**src/mrs_regs.vh**
```
// Constants for the serial slave function handler
`ifndef MRS_REGS_VH
`define MRS_REGS_VH
`define MRS_FN_READ 8'h03
`define MRS_FN_WRITE1 8'h06
`define MRS_FN_DIAG 8'h08
`define MRS_FN_WRMULTI 8'h10
`define MRS_FN_LOG 8'h46
`define MRS_DIAG_SUB 16'h0000
`define MRS_EXC_FLAG 8'h80
`define MRS_EXC_FUNC 8'h01
`define MRS_EXC_ADDR 8'h02
`define MRS_EXC_VALUE 8'h03
`define MRS_BCAST 8'h00
`define MRS_CRC_INIT 16'hffff
`define MRS_CRC_POLY 16'ha001
`define MRS_MAX_REGS 16'h007d
`define MRS_MIN_FRAME 9'h004
`define MRS_DIAG_LEN 9'h008
`define MRS_WR_HDR_LEN 9'h009
`define MRS_WR_DATA_OFS 9'h007
`define MRS_BUF_DEPTH 9'h104
`define MRS_REG_BASE 16'h9c41
`endif

```
**src/mrs_crc16.v**
```verilog
// Byte-wide frame checksum register
`timescale 1ns/1ns
`include "mrs_regs.vh"
module mrs_crc16 (
   input wire core_clk,
   input wire reset_n,
   input wire clear,
   input wire enable,
   input wire [7:0] data,
   output reg [15:0] crc
);
   function [15:0] crc_byte;
      input [15:0] c;
      input [7:0] d;
      reg [15:0] t;
      integer i;
      begin
         t = c ^ {8'h00, d};
         for (i = 0; i < 8; i = i + 1) begin
            if (t[0]) begin
               t = (t >> 1) ^ `MRS_CRC_POLY;
            end else begin
               t = t >> 1;
            end
         end
         crc_byte = t;
      end
   endfunction

   always @(posedge core_clk or negedge reset_n) begin
      if (!reset_n) begin
         crc <= `MRS_CRC_INIT;
      end else if (clear) begin
         crc <= `MRS_CRC_INIT;
      end else if (enable) begin
         crc <= crc_byte(crc, data);
      end
   end
endmodule

```
**src/mrs_slave.v**
```verilog
// Slave function handler: diagnosis echo, multiple write, access log
`timescale 1ns/1ns
`include "mrs_regs.vh"
module mrs_slave (
   input wire core_clk,
   input wire reset_n,
   input wire [7:0] my_addr,
   input wire rx_valid,
   input wire [7:0] rx_data,
   input wire rx_error,
   input wire rx_frame_end,
   input wire rd_log_valid,
   input wire [15:0] rd_log_start,
   input wire [15:0] rd_log_count,
   input wire hr_exists,
   input wire tx_ready,
   output wire tx_valid,
   output wire [7:0] tx_data,
   output reg hr_wr,
   output reg [15:0] hr_addr,
   output reg [15:0] hr_wdata,
   output reg busy
);
   localparam [6:0] S_IDLE = 7'h01;
   localparam [6:0] S_CHECK = 7'h02;
   localparam [6:0] S_WRITE = 7'h04;
   localparam [6:0] S_WRWAIT = 7'h08;
   localparam [6:0] S_FINISH = 7'h10;
   localparam [6:0] S_REPLY = 7'h20;
   localparam [6:0] S_WAITTX = 7'h40;

   reg [7:0] fbuf [0:`MRS_BUF_DEPTH-1];
   reg [6:0] state;
   reg [8:0] cnt;
   reg rx_err;
   reg ovf;
   reg bcast;
   reg [6:0] wi;
   reg [6:0] reg_total;
   reg [6:0] ok_cnt;
   reg [15:0] first_ok;
   reg [15:0] start_addr;
   reg [15:0] log_start;
   reg [15:0] log_count;
   reg [47:0] resp;
   reg [2:0] resp_len;
   reg tx_start;
   reg crc_clr;
   wire [15:0] rx_crc;
   wire tx_busy;

   function [47:0] exc_resp;
      input [7:0] a;
      input [7:0] f;
      input [7:0] code;
      begin
         exc_resp = {24'h000000, code, f | `MRS_EXC_FLAG, a};
      end
   endfunction

   // Refused while busy, so the checksum clear after a frame cannot swallow a byte
   wire rx_take = rx_valid & state[0] & ~busy;
   wire [7:0] f_addr = fbuf[0];
   wire [7:0] f_fn = fbuf[1];
   wire [15:0] f_w2 = {fbuf[2], fbuf[3]};
   wire [15:0] f_w4 = {fbuf[4], fbuf[5]};
   wire [7:0] f_bc = fbuf[6];
   wire [47:0] f_head = {fbuf[5], fbuf[4], fbuf[3], fbuf[2], fbuf[1], fbuf[0]};
   // A good frame run through the checksum, its own checksum included, leaves zero
   wire frame_bad = rx_err | ovf | (cnt < `MRS_MIN_FRAME) | (rx_crc != 16'h0000);
   wire for_me = (f_addr == my_addr) | (f_addr == `MRS_BCAST);
   wire is_bcast = (f_addr == `MRS_BCAST);
   wire wr_ok = (f_w4 != 16'h0000) && (f_w4 <= `MRS_MAX_REGS) &&
                (f_bc == {f_w4[6:0], 1'b0}) &&
                (cnt == (`MRS_WR_HDR_LEN + {1'b0, f_bc}));
   wire [8:0] di = `MRS_WR_DATA_OFS + {1'b0, wi, 1'b0};
   wire [8:0] di_lo = di + 9'h001;

   mrs_crc16 u_rxcrc (
      .core_clk(core_clk),
      .reset_n(reset_n),
      .clear(crc_clr),
      .enable(rx_take),
      .data(rx_data),
      .crc(rx_crc)
   );

   mrs_txq u_txq (
      .core_clk(core_clk),
      .reset_n(reset_n),
      .start(tx_start),
      .len(resp_len),
      .payload(resp),
      .tx_ready(tx_ready),
      .tx_valid(tx_valid),
      .tx_data(tx_data),
      .busy(tx_busy)
   );

   // Frame store has no reset; only bytes below cnt are ever used
   always @(posedge core_clk) begin
      if (rx_take && (cnt < `MRS_BUF_DEPTH)) begin
         fbuf[cnt] <= rx_data;
      end
   end

   always @(posedge core_clk or negedge reset_n) begin
      if (!reset_n) begin
         state <= S_IDLE;
         cnt <= 9'h000;
         rx_err <= 1'b0;
         ovf <= 1'b0;
         bcast <= 1'b0;
         wi <= 7'h00;
         reg_total <= 7'h00;
         ok_cnt <= 7'h00;
         first_ok <= 16'h0000;
         start_addr <= 16'h0000;
         log_start <= 16'h0000;
         log_count <= 16'h0000;
         resp <= 48'h0;
         resp_len <= 3'h0;
         tx_start <= 1'b0;
         crc_clr <= 1'b0;
         hr_wr <= 1'b0;
         hr_addr <= 16'h0000;
         hr_wdata <= 16'h0000;
         busy <= 1'b0;
      end else begin
         tx_start <= 1'b0;
         crc_clr <= 1'b0;
         hr_wr <= 1'b0;
         // The neighbouring read handler reports its own successful accesses
         if (rd_log_valid) begin
            log_start <= rd_log_start;
            log_count <= rd_log_count;
         end
         case (state)
            S_IDLE: begin
               busy <= 1'b0;
               if (rx_take) begin
                  if (cnt < `MRS_BUF_DEPTH) begin
                     cnt <= cnt + 9'h001;
                  end else begin
                     ovf <= 1'b1;
                  end
               end
               if (rx_error) begin
                  rx_err <= 1'b1;
               end
               if (rx_frame_end && !busy) begin
                  state <= S_CHECK;
                  busy <= 1'b1;
               end
            end
            S_CHECK: begin
               state <= S_IDLE;
               cnt <= 9'h000;
               rx_err <= 1'b0;
               ovf <= 1'b0;
               crc_clr <= 1'b1;
               bcast <= is_bcast;
               resp_len <= 3'h3;
               if (!frame_bad && for_me) begin
                  case (f_fn)
                     `MRS_FN_DIAG: begin
                        log_start <= 16'h0000;
                        log_count <= 16'h0000;
                        if (!is_bcast) begin
                           state <= S_REPLY;
                           if (f_w2 != `MRS_DIAG_SUB) begin
                              resp <= exc_resp(f_addr, f_fn, `MRS_EXC_FUNC);
                           end else if (cnt != `MRS_DIAG_LEN) begin
                              resp <= exc_resp(f_addr, f_fn, `MRS_EXC_VALUE);
                           end else begin
                              resp <= f_head;
                              resp_len <= 3'h6;
                           end
                        end
                     end
                     `MRS_FN_WRMULTI: begin
                        if (wr_ok) begin
                           // Field already holds register number minus base
                           start_addr <= f_w2;
                           reg_total <= f_w4[6:0];
                           wi <= 7'h00;
                           ok_cnt <= 7'h00;
                           first_ok <= 16'h0000;
                           state <= S_WRITE;
                        end else begin
                           log_start <= 16'h0000;
                           log_count <= 16'h0000;
                           resp <= exc_resp(f_addr, f_fn, `MRS_EXC_VALUE);
                           if (!is_bcast) begin
                              state <= S_REPLY;
                           end
                        end
                     end
                     `MRS_FN_LOG: begin
                        if (!is_bcast) begin
                           resp <= {log_count[7:0], log_count[15:8],
                                    log_start[7:0], log_start[15:8], f_fn, f_addr};
                           resp_len <= 3'h6;
                           state <= S_REPLY;
                        end
                     end
                     `MRS_FN_READ: begin
                     end
                     `MRS_FN_WRITE1: begin
                        log_start <= 16'h0000;
                        log_count <= 16'h0000;
                     end
                     default: begin
                        log_start <= 16'h0000;
                        log_count <= 16'h0000;
                        resp <= exc_resp(f_addr, f_fn, `MRS_EXC_FUNC);
                        if (!is_bcast) begin
                           state <= S_REPLY;
                        end
                     end
                  endcase
               end
            end
            S_WRITE: begin
               hr_wr <= 1'b1;
               hr_addr <= start_addr + {9'h000, wi};
               hr_wdata <= {fbuf[di], fbuf[di_lo]};
               state <= S_WRWAIT;
            end
            S_WRWAIT: begin
               // Missing registers ignore the write; only the count of hits and the first hit address matter
               if (hr_exists) begin
                  ok_cnt <= ok_cnt + 7'h01;
                  if (ok_cnt == 7'h00) begin
                     first_ok <= hr_addr;
                  end
               end
               if (wi == (reg_total - 7'h01)) begin
                  state <= S_FINISH;
               end else begin
                  wi <= wi + 7'h01;
                  state <= S_WRITE;
               end
            end
            S_FINISH: begin
               state <= bcast ? S_IDLE : S_REPLY;
               if (ok_cnt == 7'h00) begin
                  log_start <= 16'h0000;
                  log_count <= 16'h0000;
                  resp <= exc_resp(f_addr, f_fn, `MRS_EXC_ADDR);
                  resp_len <= 3'h3;
               end else begin
                  log_start <= first_ok;
                  log_count <= {9'h000, ok_cnt};
                  resp <= f_head;
                  resp_len <= 3'h6;
               end
            end
            S_REPLY: begin
               tx_start <= 1'b1;
               state <= S_WAITTX;
            end
            S_WAITTX: begin
               if (!tx_start && !tx_busy) begin
                  state <= S_IDLE;
               end
            end
            default: begin
               state <= S_IDLE;
            end
         endcase
      end
   end
endmodule

```
**src/mrs_txq.v**
```verilog
// Reply sender that appends the checksum, low byte first
`timescale 1ns/1ns
`include "mrs_regs.vh"
module mrs_txq (
   input wire core_clk,
   input wire reset_n,
   input wire start,
   input wire [2:0] len,
   input wire [47:0] payload,
   input wire tx_ready,
   output reg tx_valid,
   output reg [7:0] tx_data,
   output reg busy
);
   reg [47:0] pay;
   reg [2:0] n;
   reg [3:0] idx;
   wire [15:0] crc;
   wire take = tx_valid & tx_ready;

   mrs_crc16 u_crc (
      .core_clk(core_clk),
      .reset_n(reset_n),
      .clear(start),
      .enable(take & (idx < {1'b0, n})),
      .data(tx_data),
      .crc(crc)
   );

   // One idle cycle per byte lets the checksum settle before its bytes go out
   always @(posedge core_clk or negedge reset_n) begin
      if (!reset_n) begin
         pay <= 48'h0;
         n <= 3'h0;
         idx <= 4'h0;
         busy <= 1'b0;
         tx_valid <= 1'b0;
         tx_data <= 8'h00;
      end else if (start) begin
         pay <= payload;
         n <= len;
         idx <= 4'h0;
         busy <= 1'b1;
         tx_valid <= 1'b1;
         tx_data <= payload[7:0];
      end else if (busy) begin
         if (take) begin
            idx <= idx + 4'h1;
            tx_valid <= 1'b0;
         end else if (!tx_valid) begin
            if (idx < ({1'b0, n} + 4'h2)) begin
               tx_valid <= 1'b1;
               if (idx < {1'b0, n}) begin
                  tx_data <= pay[{idx[2:0], 3'b000} +: 8];
               end else if (idx == {1'b0, n}) begin
                  tx_data <= crc[7:0];
               end else begin
                  tx_data <= crc[15:8];
               end
            end else begin
               busy <= 1'b0;
            end
         end
      end
   end
endmodule

```
**config.mk**
```make
export PLATFORM = sky130hd
export DESIGN_NAME = mrs_slave
export DESIGN_NICKNAME = d
export VERILOG_FILES = /design/src/mrs_crc16.v /design/src/mrs_slave.v /design/src/mrs_txq.v
export VERILOG_INCLUDE_DIRS = /design/src
export SDC_FILE = /design/constraint.sdc
export NUM_CORES = 2
export LEC_CHECK = 0
export BUFFER_PORTS_ARGS = -buffer_cell sky130_fd_sc_hd__buf_2
export CORE_ASPECT_RATIO = 1.75
export CORE_UTILIZATION = 50
export CTS_CLUSTER_SIZE = 8
export DETAILED_ROUTE_END_ITERATION = 10
export PLACE_DENSITY = 0.62
export REMOVE_ABC_BUFFERS = 1
export SETUP_SLACK_MARGIN = 0.1
export SLEW_MARGIN = 20
export SYNTH_ARGS = -nofsm -noshare
export SYNTH_HDL_FRONTEND = slang
export SYNTH_SLANG_ARGS = --single-unit
```
**constraint.sdc**
```tcl
create_clock -name core_clk -period 8.4 [get_ports core_clk]
set_input_delay 2.52 -clock core_clk [delete_from_list [all_inputs] [get_ports core_clk]]
set_output_delay 2.52 -clock core_clk [all_outputs]
set_load 0.01 [all_outputs]
```
==> impl_metrics.yaml <==
outcome:
  status: "finished, final reports clean"
drt:
  drc: 0
  ant_nets: 0
  dr.pass1.iters: 8
  wirelength_mm: 255
  viasPerCell: 6.20
  vias: 49300
  drt_iter0_drc: 4639
  wl_per_cell_um: 32.1
worst_setup_path:
  cp.required_ns: 9.13
  crit_end: "hr_wdata[2]"
  cp_cell_sequence: "inv_1 > ha_4 > nor2b_4 > xnor2_2 > buf_4 > xnor2_2 > buf_4 > mux4_1 > mux2i_1 > mux2_2 > nand3_1 > a32o_1"
  startpoint: "wi[0]"
  path_max_fanout: 41
  cp_slowest_cell: "xnor2_2"
  worstSetupEndpointType: "flop"
  r2r_end: "hr_wdata[2]"
  critPathMaxStageDelay_ns: 0.94
  worstReg2RegStart: "wi[0]"
  r2r_slack_ns: 2.97
  cp-start-kind: "flop"
  crit_arrival_ns: 6.16
  crit_type: "flop to flop"
  reg2regPathDepth: 12
synthesis:
  synth_top_area_share: 0.658
  synthArstFlopShare: 0.120
  ys_seq_area_frac: 0.733
  avgSynthCellArea_um2: 19.1
  synth_edf_count: 2112
  synth_warnings: 0
  synthCells: 5056
  ys_ff_latch: 2400
  synth_most_common_cell: "edfxtp_1"
  synth_area_um2: 96400
  synth_cell_type_count: 88
  ys_top_cells_by_area: "edfxtp_1 66%, mux4_2 15%, dfrtp_1 6.6%"
  yosys.area.top_type: "edfxtp_1"
  synth_common_cells: "2112 x edfxtp_1, 632 x mux4_2, 406 x nand2_1, 391 x nor2_1, 255 x dfrtp_1"
  synth-main-ff-cell: "edfxtp_1"
clock_tree:
  insertion_delay_ns: 0.85
  cts_inserted_buffers: 342
  cts-resized-gates: 0
  clk_pin_slew_ns: 0.05
  cts.htree.levels: 5
  hold_buffers: 0
  cts.sinks: 2400
  postCtsSetupRepairBufs: 0
  clockBufferDepth: 4
  root_buffer: "clkbuf_16"
  cts_tree: "built"
floorplan:
  initial_core_util: 0.505
  die_area_um2: 195000
  fp.coreArea_um2: 191000
  io_pins: 99
  die_x_um: 334
  die_h_um: 583
  rows: 212
sta:
  worst_hold_slack_ns: 0.465
  min_period_ns: 5.43
  slew_viol_final: 0
  worst_pin_slew_ns: 1.24
  max_freq_ghz: 0.184
  max_slew_margin: 0.176
  min_period_over_period: 0.646
  rsz0062_at_grt: "false"
  skew_ns: 0.0351
  report.final.setup_viol: 0
  hold_viol: 0
  tns_ns: 0
  setup_ws_ns: 2.97
placed_design:
  place_area_um2: 99800
  port_buffers: 98
  place.gp.congestion: 0.871
  dp_slack_ns: 2.37
  place_hpwl_mm: 161
global_route:
  grt_overflow: 0
  grt_start_max_net_pins: 176
  grt_pass1_vias: 51700
  grt_first_pass_wirelength_mm: 369
  grt_antenna_before_repair: 9
  track_usage: 0.265
final_layout:
  design_area_um2: 109000
  layout.nets: 5428
  drive_gt1_frac: 0.245
  syn_to_final_growth_pct: 13.3
power_and_ir_drop:
  powerDensity_nw_per_um2: 245
  total_power_uw: 26800
  p_leak_uw: 0.0364
  vdd_drop_max_mv: 0.153
flow_run:
  cap_violations: 0
min_path:
  hold_path_class: "flop to flop"
[cell usage in the layout, fill, tap and decap left out, drive strengths merged, types with 79 or more instances in the layout]
master and count:
mux2i 81, nand2 408, clkbuf 474, nor2 391, xnor2 79, mux4 633, buf 199, o21ai 118
dfrtp 255, edfxtp 2112
[critical path: cells and delay by family, from the launching register on]
kind	cells	cell delay (ns)
buf+inv	3	1.20
mux	3	1.27
fa+ha+maj	1	0.29
xor+xnor	2	1.02
compound gates	1	0.27
flops	1	0.92
simple gates	2	0.30
[metrics by stage]
stage	cells	util
4_1_cts	7950	0.572
5_1_grt	7953	0.572
2_1_floorplan	4802	-
3_5_place_dp	7462	0.523
6_report	7955	0.572
3_3_place_gp	7462	0.523
[layer usage]
layer,share of wire,GRT usage
met4,0.053,0.130
met2,0.53,0.473
met1,0.35,0.312
met3,0.061,0.0407
met5,0,0
[cell families (layout without fill, tap and decap cells)]
family          count (synthesis)  after routing  share of synthesized area
flops                        2400           2400                      0.733
simple gates                 1046           1046                     0.0471
mux                           784            784                      0.165
compound gates                348            348                     0.0233
buf+inv                       332            734                     0.0169
xor+xnor                      118            118                     0.0109
fa+ha+maj                      27             27                    0.00358
other cells                     1             37                  0.0000389
[flip-flops by register name, indices dropped and copies added, names as in the netlist, 3 cells and up]
signal,flops
u_rxcrc.crc,16
log_count,16
u_txq.u_crc.crc,16
state,7
start_addr,16
u_txq.n,3
reg_total,7
resp,48
cnt,9
ok_cnt,7
u_txq.idx,4
u_txq.pay,48
fbuf,2112
u_txq.tx_data,8
resp_len,3
hr_wdata,16
log_start,16
wi,7
first_ok,16
hr_addr,16
[final cells by class]
cell class	count	area, µm²
sequential	2400	70700
multi-input combinational	2355	24400
clock inverter	14	193
clock buffer	474	9210
timing repair buffer	199	1520
inverter	47	176
tap	2461	3080
antenna	5	12.5
fill	14200	81700
[power breakdown]
part / internal, µW / switching (µW)
clock: 7500 / 4810
sequential: 13200 / 183
combinational: 277 / 813
[worst min-delay path by stage]
stage                        startpoint       endpoint  slack, ns  depth (start not counted)
after floorplan             resp_len[1]    resp_len[1]       0.44                          1
after global placement    start_addr[4]  start_addr[4]       0.45                          2
after detailed placement  start_addr[4]  start_addr[4]       0.46                          2
after CTS                 start_addr[6]  start_addr[6]       0.47                          2
after global routing      start_addr[6]  start_addr[6]       0.49                          2
final                     start_addr[5]  start_addr[5]       0.47                          2
(Power assumes the default switching activity.)
